## src/core/spfd_pkg.sv

```systemverilog
package spfd_pkg;
  // ==========================================
  // Register offsets
  localparam logic [7:0] OFS_CONTROL = 8'h00;
  localparam logic [7:0] OFS_STATUS  = 8'h04;
  localparam logic [7:0] OFS_TX_PORT = 8'h08;
  localparam logic [7:0] OFS_RX_PORT = 8'h0c;
  localparam logic [7:0] OFS_BCOUNT  = 8'h10;
  localparam logic [7:0] OFS_MASK    = 8'h14;
  // ==========================================
  // Control fields
  localparam int CTL_WORD_WIDTH = 30;
  localparam int CTL_TIE = 9;
  localparam int CTL_RIE = 8;
  localparam int CTL_DIR = 0;
  // ==========================================
  // Status fields
  localparam int ST_TXOV = 11;
  localparam int ST_RXOV = 9;
  localparam int ST_RXUN = 8;
  localparam int ST_RXFU = 7;
  localparam int ST_RXEM = 6;
  localparam int ST_TXFU = 5;
  localparam int ST_TXEM = 4;
  localparam int ST_TPD  = 3;
  localparam int ST_RPD  = 2;
  localparam int ST_BUSY = 0;
  localparam logic [11:0] STICKY_BITS = 12'hb0c;
  // ==========================================
  // Reset values and sizes
  localparam logic [1:0]  DIR_RESET  = 2'h0;
  localparam logic [11:0] MASK_RESET = 12'h000;
  localparam logic [12:0] BC_RESET   = 13'h0000;
  localparam int BC_W = 13;
  localparam int TX_IRQ_FREE = 2;
  typedef enum logic [1:0] {
    SPFD_DIR_OFF, SPFD_DIR_READ, SPFD_DIR_WRITE, SPFD_DIR_BOTH
  } spfd_dir_e;
endpackage

```

## src/core/spfd_top.sv

```systemverilog
// The APB interface to the registers was decided locally.
`timescale 1ns/1ps
module spfd_top import spfd_pkg::*; #(
  parameter int DEPTH_BYTES = 16,
  parameter int DEPTH_WORDS = 4
) (
  input  wire logic        ref_clk_in,
  input  wire logic        rst_b_in,
  input  wire logic        psel_in,
  input  wire logic        penable_in,
  input  wire logic        pwrite_in,
  input  wire logic [7:0]  paddr_in,
  input  wire logic [31:0] pwdata_in,
  output logic      [31:0] prdata_out,
  output logic             pready_out,
  output logic             pslverr_out,
  input  wire logic        sclk_in,
  input  wire logic        ss_b_in,
  input  wire logic        mosi_in,
  output logic             miso_out,
  output logic             irq_out
);
  // Storage and pointers are sized for these depths only
  if (DEPTH_BYTES != 16 || DEPTH_WORDS != 4) begin : g_depth_check
    $error("fifo depths must be 16 bytes and 4 words");
  end

  // ==========================================
  // State
  logic              fifo_word_width, tie, rie;
  spfd_dir_e         dir;
  logic [11:0]       mask, sticky;
  logic [BC_W-1:0]   bc, remain;
  logic [31:0]       txm [16];
  logic [31:0]       rxm [16];
  logic [3:0]        tx_wp, tx_rp, rx_wp, rx_rp;
  logic [4:0]        tx_cnt, rx_cnt, bitc;
  logic [31:0]       sh_rx, sh_tx;
  logic              ldpend, miso, pready, pslverr, irq;
  logic [31:0]       prdata;
  logic              sclk_s1, sclk_s2, sclk_s3;
  logic              ss_s1, ss_s2, ss_s3, mosi_s1, mosi_s2;

  logic              next_fifo_word_width, next_tie, next_rie;
  spfd_dir_e         next_dir;
  logic [11:0]       next_mask, next_sticky;
  logic [BC_W-1:0]   next_bc, next_remain;
  logic [31:0]       next_txm [16];
  logic [31:0]       next_rxm [16];
  logic [3:0]        next_tx_wp, next_tx_rp, next_rx_wp, next_rx_rp;
  logic [4:0]        next_tx_cnt, next_rx_cnt, next_bitc;
  logic [31:0]       next_sh_rx, next_sh_tx, next_prdata;
  logic              next_ldpend, next_miso, next_pready, next_pslverr, next_irq;

  logic              acc, wr, rd, active, rise, fall, start, unit_last;
  logic              tx_push, tx_pop, rx_push, rx_pop, rx_try;
  logic [4:0]        lim;
  logic [31:0]       stat;

  // Byte mode keeps only bits 7:0
  function automatic logic [31:0] width_mask(input logic w, input logic [31:0] d);
    width_mask = w ? d : {24'h000000, d[7:0]};
  endfunction

  // ==========================================
  // Pin synchronisers
  always_ff @(posedge ref_clk_in or negedge rst_b_in) begin
    if (!rst_b_in) begin
      sclk_s1 <= 1'b0;
      sclk_s2 <= 1'b0;
      sclk_s3 <= 1'b0;
      ss_s1   <= 1'b1;
      ss_s2   <= 1'b1;
      ss_s3   <= 1'b1;
      mosi_s1 <= 1'b0;
      mosi_s2 <= 1'b0;
    end else begin
      sclk_s1 <= sclk_in;
      sclk_s2 <= sclk_s1;
      sclk_s3 <= sclk_s2;
      ss_s1   <= ss_b_in;
      ss_s2   <= ss_s1;
      ss_s3   <= ss_s2;
      mosi_s1 <= mosi_in;
      mosi_s2 <= mosi_s1;
    end
  end

  // ==========================================
  // Next-state logic
  always_comb begin
    next_fifo_word_width = fifo_word_width;
    next_tie = tie;
    next_rie = rie;
    next_dir = dir;
    next_mask = mask;
    next_sticky = sticky;
    next_bc = bc;
    next_remain = remain;
    next_txm = txm;
    next_rxm = rxm;
    next_tx_wp = tx_wp;
    next_tx_rp = tx_rp;
    next_rx_wp = rx_wp;
    next_rx_rp = rx_rp;
    next_bitc = bitc;
    next_sh_rx = sh_rx;
    next_sh_tx = sh_tx;
    next_ldpend = ldpend;
    next_prdata = 32'h00000000;
    next_pslverr = 1'b0;
    tx_push = 1'b0;
    tx_pop = 1'b0;
    rx_push = 1'b0;
    rx_pop = 1'b0;
    rx_try = 1'b0;
    lim = fifo_word_width ? 5'(DEPTH_WORDS) : 5'(DEPTH_BYTES);
    acc = psel_in & penable_in & ~pready;
    wr = acc & pwrite_in;
    rd = acc & ~pwrite_in;
    // Slave selected but not clocking still counts as busy
    active = ~ss_s2;
    start = ss_s3 & ~ss_s2;
    rise = active & ~sclk_s3 & sclk_s2;
    fall = active & sclk_s3 & ~sclk_s2;
    unit_last = bitc == (fifo_word_width ? 5'h1f : 5'h07);
    stat = 32'h00000000;
    stat[11:0] = sticky & STICKY_BITS;
    stat[ST_RXFU] = rx_cnt == lim;
    stat[ST_RXEM] = rx_cnt == 5'h00;
    stat[ST_TXFU] = tx_cnt == lim;
    stat[ST_TXEM] = tx_cnt == 5'h00;
    stat[ST_BUSY] = active | (remain != '0);
    next_pready = acc;

    // Register access, committed on the same edge that raises pready
    if (acc) begin
      unique case (paddr_in)
        OFS_CONTROL: begin
          if (wr) begin
            next_fifo_word_width = pwdata_in[CTL_WORD_WIDTH];
            next_tie = pwdata_in[CTL_TIE];
            next_rie = pwdata_in[CTL_RIE];
            next_dir = spfd_dir_e'(pwdata_in[CTL_DIR +: 2]);
          end
          next_prdata[CTL_WORD_WIDTH] = fifo_word_width;
          next_prdata[CTL_TIE] = tie;
          next_prdata[CTL_RIE] = rie;
          next_prdata[CTL_DIR +: 2] = dir;
        end
        OFS_STATUS: begin
          if (wr)
            next_sticky = sticky & ~pwdata_in[11:0];
          next_prdata = stat;
        end
        OFS_TX_PORT: begin
          if (wr) begin
            if (tx_cnt == lim)
              next_sticky[ST_TXOV] = 1'b1;
            else
              tx_push = 1'b1;
          end
        end
        OFS_RX_PORT: begin
          if (rd) begin
            if (rx_cnt == 5'h00)
              next_sticky[ST_RXUN] = 1'b1;
            else begin
              rx_pop = 1'b1;
              next_prdata = width_mask(fifo_word_width, rxm[rx_rp]);
            end
          end
        end
        OFS_BCOUNT: begin
          if (wr) begin
            next_bc = pwdata_in[BC_W-1:0];
            next_remain = pwdata_in[BC_W-1:0];
          end
          next_prdata[BC_W-1:0] = bc;
        end
        OFS_MASK: begin
          if (wr)
            next_mask = pwdata_in[11:0];
          next_prdata[11:0] = mask;
        end
        default: next_pslverr = 1'b1;
      endcase
    end
    if (tx_push) begin
      next_txm[tx_wp] = width_mask(fifo_word_width, pwdata_in);
      next_tx_wp = tx_wp + 4'h1;
    end

    // ==========================================
    // Link shifter, mode 0, MSB first
    if (start) begin
      next_bitc = 5'h00;
      next_ldpend = 1'b1;
    end else if (rise) begin
      next_sh_rx = {sh_rx[30:0], mosi_s2};
      next_bitc = unit_last ? 5'h00 : bitc + 5'h01;
      next_ldpend = unit_last;
      if (unit_last && dir[0])
        rx_try = (dir != SPFD_DIR_READ) || (remain != '0);
    end
    // Loading on the edge that would shift puts bit 7 (byte mode) or bit 31 (word mode) on the pin
    if ((start | (fall & ldpend)) && dir[1]) begin
      next_ldpend = 1'b0;
      if (tx_cnt != 5'h00) begin
        tx_pop = 1'b1;
        next_sh_tx = txm[tx_rp];
      end else
        next_sh_tx = 32'h00000000;
    end else if (fall) begin
      next_sh_tx = {sh_tx[30:0], 1'b0};
      next_ldpend = 1'b0;
    end
    if (tx_pop)
      next_tx_rp = tx_rp + 4'h1;
    next_miso = fifo_word_width ? next_sh_tx[31] : next_sh_tx[7];

    if (rx_try) begin
      if (dir == SPFD_DIR_READ)
        next_remain = (!fifo_word_width || remain < 13'h0004) ? remain - 13'h0001 : remain - 13'h0004;
      if (rx_cnt == lim)
        next_sticky[ST_RXOV] = 1'b1;
      else
        rx_push = 1'b1;
    end
    if (rx_push) begin
      next_rxm[rx_wp] = width_mask(fifo_word_width, next_sh_rx);
      next_rx_wp = rx_wp + 4'h1;
    end
    if (rx_pop)
      next_rx_rp = rx_rp + 4'h1;
    next_tx_cnt = tx_cnt + {4'h0, tx_push} - {4'h0, tx_pop};
    next_rx_cnt = rx_cnt + {4'h0, rx_push} - {4'h0, rx_pop};

    // two free tx levels raise pending
    if (tie && (lim - tx_cnt) >= 5'(TX_IRQ_FREE))
      next_sticky[ST_TPD] = 1'b1;
    if (rie && rx_cnt != 5'h00)
      next_sticky[ST_RPD] = 1'b1;
    // New mask takes effect with the write, like the status bits
    next_irq = |(next_sticky & STICKY_BITS & next_mask);
  end

  // ==========================================
  // Registers
  always_ff @(posedge ref_clk_in or negedge rst_b_in) begin
    if (!rst_b_in) begin
      fifo_word_width <= 1'b0;
      tie     <= 1'b0;
      rie     <= 1'b0;
      dir     <= spfd_dir_e'(DIR_RESET);
      mask    <= MASK_RESET;
      sticky  <= 12'h000;
      bc      <= BC_RESET;
      remain  <= BC_RESET;
      for (int i = 0; i < 16; i++) begin
        txm[i] <= 32'h00000000;
        rxm[i] <= 32'h00000000;
      end
      tx_wp   <= 4'h0;
      tx_rp   <= 4'h0;
      rx_wp   <= 4'h0;
      rx_rp   <= 4'h0;
      tx_cnt  <= 5'h00;
      rx_cnt  <= 5'h00;
      bitc    <= 5'h00;
      sh_rx   <= 32'h00000000;
      sh_tx   <= 32'h00000000;
      ldpend  <= 1'b0;
      miso    <= 1'b0;
      pready  <= 1'b0;
      pslverr <= 1'b0;
      prdata  <= 32'h00000000;
      irq     <= 1'b0;
    end else begin
      fifo_word_width <= next_fifo_word_width;
      tie     <= next_tie;
      rie     <= next_rie;
      dir     <= next_dir;
      mask    <= next_mask;
      sticky  <= next_sticky;
      bc      <= next_bc;
      remain  <= next_remain;
      txm     <= next_txm;
      rxm     <= next_rxm;
      tx_wp   <= next_tx_wp;
      tx_rp   <= next_tx_rp;
      rx_wp   <= next_rx_wp;
      rx_rp   <= next_rx_rp;
      tx_cnt  <= next_tx_cnt;
      rx_cnt  <= next_rx_cnt;
      bitc    <= next_bitc;
      sh_rx   <= next_sh_rx;
      sh_tx   <= next_sh_tx;
      ldpend  <= next_ldpend;
      miso    <= next_miso;
      pready  <= next_pready;
      pslverr <= next_pslverr;
      prdata  <= next_prdata;
      irq     <= next_irq;
    end
  end

  assign prdata_out  = prdata;
  assign pready_out  = pready;
  assign pslverr_out = pslverr;
  assign miso_out    = miso;
  assign irq_out     = irq;
endmodule

```

## config.mk

```make
export PLATFORM = sky130hd
export DESIGN_NAME = spfd_top
export DESIGN_NICKNAME = d
export VERILOG_FILES = /design/src/core/spfd_pkg.sv /design/src/core/spfd_top.sv
export SDC_FILE = /design/constraint.sdc
export NUM_CORES = 2
export LEC_CHECK = 0
export BUFFER_PORTS_ARGS = -buffer_cell sky130_fd_sc_hd__buf_4
export CAP_MARGIN = 20
export CORE_MARGIN = 1
export CORE_UTILIZATION = 68
export DETAILED_ROUTE_END_ITERATION = 7
export HOLD_SLACK_MARGIN = 0.08
export PLACE_DENSITY = 0.92
export SYNTH_ARGS = -nofsm -noshare
export SYNTH_HDL_FRONTEND = slang
export SYNTH_SLANG_ARGS = --single-unit
```

## constraint.sdc

```tcl
create_clock -name ref_clk_in -period 6.3 [get_ports ref_clk_in]
set_input_delay 1.26 -clock ref_clk_in [delete_from_list [all_inputs] [get_ports ref_clk_in]]
set_output_delay 1.26 -clock ref_clk_in [all_outputs]
set_load 0.02 [all_outputs]
```

======== After elaboration in Yosys (flattened, before gate mapping) ========
Index checks and enable logic that the tools add are counted.
word-level totals
  bits in registers ....................... 1,219
  bits in latches ......................... 0
  bits in writable memories ............... 0
  memory bits (read-only) ................. 0
  output and inout port bits .............. 36
  word-level logic and storage cells ...... 223
  memories ................................ 0
operators by class
  $add $sub $neg .......................... 12
  multiply operators ...................... 0
  div/mod/pow operators ................... 0
  $lt $le $gt $ge ......................... 8
  equality and inequality tests ........... 10
  shift operators ......................... 0
  multiplexer cells ....................... 81
  bitwise gates (word level) .............. 24
  reductions and logical operators ........ 23
operators by type and width
  operator               number
  $bwmux 512             2
  $mux 32                17
  $bmux 32 s4            2
  $demux 32 s4           2
  $mux 13                6
  $mux 12                5
  $mux 1                 31
  $mux 5                 5
  $and 12x12->12         2
  $pmux 6 s4             1
  $ge 5x5->1 const B     4
  $not 4->5              4
  $pmux 2 s5             2
  $mux 17                1
  $add 4x1->4 const B    4
  $eq 8x4->1 const B     2
  $eq 8x5->1 const B     2
  $eq 5x5->1             3
  $lt 13x3->1 const B    1
  $reduce_bool 13->1     1
  $sub 13x1->13 const B  1
  $sub 13x3->13 const B  1
  $not 12->12            1
  $reduce_or 12->1       1
  26 further kinds       57

======== Depth between registers and ports, before layout ========
  depth in word-level cells ............... 10
  depth in mapped cells ................... 15

======== Worst setup path after synthesis ========
Ideal clock, no wire load.
  kind .................................... in2reg
  from .................................... in paddr_in[5]
  to ...................................... reg rx_cnt[4]
  data arrival time ....................... 3.829 ns
  data required time ...................... 6.177 ns
  path slack .............................. 2.348 ns
  stages on the path ...................... 12
  path through ............................ nor4_2 nand4_1 nor4b_1 clkbuf_1 ha_1 inv_1 ha_1 fa_1 a21oi_1 nor2_1 nor2_1 xnor2_1
between the ends
  word-level cells in the longest chain between the ends .. 4
ends and longest elaborated chain
  item                  line             text
  from (decl)           spfd_top.sv:12   input wire logic [7:0] paddr_in,
  $eq 8x4->1            spfd_top.sv:138  unique case (paddr_in)
  $mux 1                spfd_top.sv:138
  $mux 1                spfd_top.sv:137  if (acc) begin
  net rx_pop            spfd_top.sv:56   logic tx_push, tx_pop, rx_push, rx_pop, rx_try;
  $sub 5x1->5           spfd_top.sv:237  next_rx_cnt = rx_cnt + {4'h0, rx_push} - {4'h0, rx_pop};
  net next_rx_cnt[4]    spfd_top.sv:51   logic [4:0] next_tx_cnt, next_rx_cnt, next_bitc;
  to (signal assigned)  spfd_top.sv:295  rx_cnt <= next_rx_cnt;
  to (decl)             spfd_top.sv:37   logic [4:0] tx_cnt, rx_cnt, bitc;
The timed path passes the listed nets, and every way through them passes these cells.
A chain may end at the register's enable or synchronous reset.

======== Worst setup path in the final report ========
  from .................................... in paddr_in[5]
  to ...................................... reg txm[433] in the netlist's numbering
between the ends
  word-level cells in the longest chain between the ends .. 3
ends and longest elaborated chain
  item                  line             text
  $eq 8x4->1            spfd_top.sv:138
  $mux 1                spfd_top.sv:138
  $mux 1                spfd_top.sv:137
  to (signal assigned)  spfd_top.sv:288  txm <= next_txm;
  to (decl)             spfd_top.sv:34   logic [31:0] txm [16];
Every way passes these cells.

==> reports/qor.txt <==
clock latency at the later pin of the worst-skew pair -> 0.73 ns
grt ovf -> 0
CTS tree -> done
initial antenna violation count -> 7
synthesized area -> 53140 sq um
clk sinks -> 1212
Longest Clk Path Bufs -> 3
maximum VDD drop -> 0.2201 mV
violated checks -> design-rule violations
antenna viol nets, final -> 0
total wire length -> 168700 microns
TritonRoute pass-1 iters -> 8
port bufs -> 83
Worst-Margin Slew -> 1.280 ns
critical path launch point type -> input port
register area share after synthesis -> 57.08%
status -> finished, violations left
Async SR Flop Fraction -> 100.0%
CTS Buf Count -> 113
Hold-fix buffers, CTS -> 0
layout net count -> 4491
worst path required time -> 6.84 ns
RSZ-0062 raised after global routing -> false
total track usage -> 42.39%
root buffer cell -> clkbuf_16
Die Span Y -> 281.6 microns
synth unique cells -> 76
DR DRC count -> 16
Synth Flop Type -> dfrtp_1
num rows -> 102
Die Width -> 281.6 microns
Rel. slew slack -> 14.65%
final-report setup violation count -> 0
max layer used -> met5
largest net degree at the start of global routing -> 150
routability cong. -> 0.9294
H-Tree Level Count -> 3
# IOs -> 84
vias in the first global route -> 43830
wl on met1 -> 52110 microns
Post-DP Area -> 53960 sq um
min cycle time layout -> 4.439 ns
Die ar. -> 79270 sq um
setup repair bufs after CTS -> 0
Worst Setup End Kind -> flop
kind of critical path -> input port to flop
Synth Area per Inst -> 11.74 sq um
final hold slack -> 0.3576 ns
Inst Count DP -> 5326
WL/cell -> 30.39 microns
Hold Fails Final Rpt -> 0
fmax -> 225.3 MHz
Starting Density -> 68.71%
Worst Path Max Fanout -> 33
Syn-to-layout area delta -> 9.260%
area of the core -> 77340 sq um
clk_skew -> 0.03363 ns
via count -> 42670
initial DRC count -> 8383
pwr/cell area -> 276.1 nW/um^2
Leak -> 0.02569 uW
ratio of cells with drive above 1 in the final layout -> 19.71%
Mapped Cells -> 4526
critical path arrival -> 4.98 ns
Worst Hold Class -> flop to flop
clk slew on worst S/H paths -> 0.07 ns
met2 WL -> 75330 microns
max-cap viol count -> 0
via/cell ratio -> 7.685
routed wl met3 -> 25730 microns
post-cts sizing count -> 0
first-pass GRT wire length -> 253100 microns
Slew Viols, Final -> 0
final instance area -> 58060 sq um
synth warn -> 0
r2r setup slk -> 1.99 ns
setup_tns -> 0 ns
Yosys reg bits -> 1212
Post-Syn Nets -> 4606
number of synthesized flops with an enable pin -> 0
non-filler cells, final -> 5552
DP Wirelength -> 80880 microns
Final period util -> 70.46%
## Yosys cell counts (10+ instances only)
cell / number / area share (%)
buf_6: 12 / 0.25
nand2_1: 1065 / 7.5
buf_2: 93 / 0.88
nor3_1: 20 / 0.19
and3_1: 21 / 0.25
a211oi_1: 15 / 0.21
mux4_2: 309 / 13
ha_1: 30 / 0.71
xnor2_1: 16 / 0.26
nor2b_1: 16 / 0.19
o21ai_0: 856 / 8.1
nand4_1: 10 / 0.12
nand3_1: 13 / 0.12
clkbuf_1: 230 / 1.6
o21ai_1: 88 / 0.83
nor2_1: 34 / 0.24
buf_4: 44 / 0.62
a21oi_1: 37 / 0.35
inv_1: 33 / 0.23
mux2_2: 170 / 3.6
mux2i_1: 54 / 1.0
buf_1: 14 / 0.099
dfrtp_1: 1209 / 57
## sequential cells by signal (all words and copies together), names as in the netlist, 12 cells and up
name,count
prdata_out,32
bc,13
remain,13
mask,12
txm,512
rxm,512
sh_rx,32
sh_tx,32
## cell usage in the layout, fill, tap and decap left out, types with 6 or more instances in the layout
| cell | n |
|---|---|
| xor2_1 | 9 |
| mux2_2 | 170 |
| o21ai_0 | 856 |
| inv_1 | 33 |
| and3_1 | 21 |
| nand3_4 | 7 |
| clkbuf_1 | 18 |
| nor2b_1 | 16 |
| nor2_1 | 33 |
| ha_1 | 30 |
| a211oi_1 | 15 |
| nor3_1 | 18 |
| mux2i_1 | 54 |
| nand4_1 | 10 |
| nand2_1 | 1065 |
| a21oi_1 | 37 |
| clkbuf_16 | 116 |
| a22oi_1 | 6 |
| mux4_2 | 309 |
| buf_12 | 11 |
| diode_2 | 6 |
| bufinv_16 | 12 |
| xnor2_1 | 16 |
| nand3_2 | 13 |
| o21ai_1 | 88 |
| clkinv_2 | 23 |
| clkbuf_8 | 27 |
| dfrtp_1 | 1200 |
| buf_4 | 151 |
| dfrtp_4 | 6 |
## final cells by class
| cell class | count | area [sq um] |
|---|---|---|
| Timing Repair Buffer | 163 | 1369 |
| Antenna cell | 6 | 15.01 |
| Clock buffer | 161 | 3342 |
| Clock inverter | 49 | 635.6 |
| Sequential cell | 1212 | 30360 |
| Tap cell | 1040 | 1301 |
| Multi-Input combinational cell | 2888 | 20920 |
| Fill cell | 3729 | 19280 |
| Inverter | 33 | 123.9 |
## logic make-up (layout without fill, tap and decap cells)
group           count (synthesis)  after routing  synth area share, %
other cells                     0              6                    0
xor+xnor                       25             25               0.4120
simple gates                 1241           1241                9.818
flops                        1212           1212                57.08
compound gates               1057           1057                10.49
fa+ha+maj                      32             32               0.7817
mux                           533            533                17.71
buf+inv                       426            406                3.708
## routing by layer
layer / up-vias / GRT usage (%)
li1: 15640 / -
met1: 20450 / 52.32
met2: 4944 / 63.48
met3: 1629 / 14.23
met4: 12 / 30.11
met5: - / 0
## worst paths after layout
kind                                       from  cells past startpoint              to
worst max-delay path                paddr_in[5]                      9        txm[433]
worst min-delay path                    sclk_s1                      0         sclk_s2
worst max register to register  fifo_word_width                      9        txm[433]
worst min register to register          sclk_s1                      0         sclk_s2
max in group asynchronous              rst_b_in                      2        rxm[238]
min in group asynchronous              rst_b_in                      1  prdata_out[24]
## through the flow
step | setup slack [ns] | power (uW) | utilization (%)
finish | 1.861 | 16030 | 75.08
global route | 1.922 | 16330 | 75.06
CTS | 1.997 | 15880 | 74.91
detailed placement | 1.450 | 8727 | 69.77
global placement | 1.653 | 8697 | 69.73
floorplan | 2.348 | 8408 | -
## critical path, stage by stage
cell and delay [ns]:
buf_4 0.13, nor4_2 0.45, nand2_1 0.25, nor3_2 0.85, buf_4 0.32, nand3_2 0.83
buf_4 0.57, nand2_1 0.15, o21ai_0 0.15
## where the power goes
| group | switching (uW) | total [uW] | internal [uW] |
|---|---|---|---|
| clock | 3170 | 7370 | 4200 |
| sequential | 74.9 | 7910 | 7830 |
| combinational | 527 | 755 | 228 |
| total | 3770 | 16000 | 12300 |
Power figures use the tool's default switching activity.
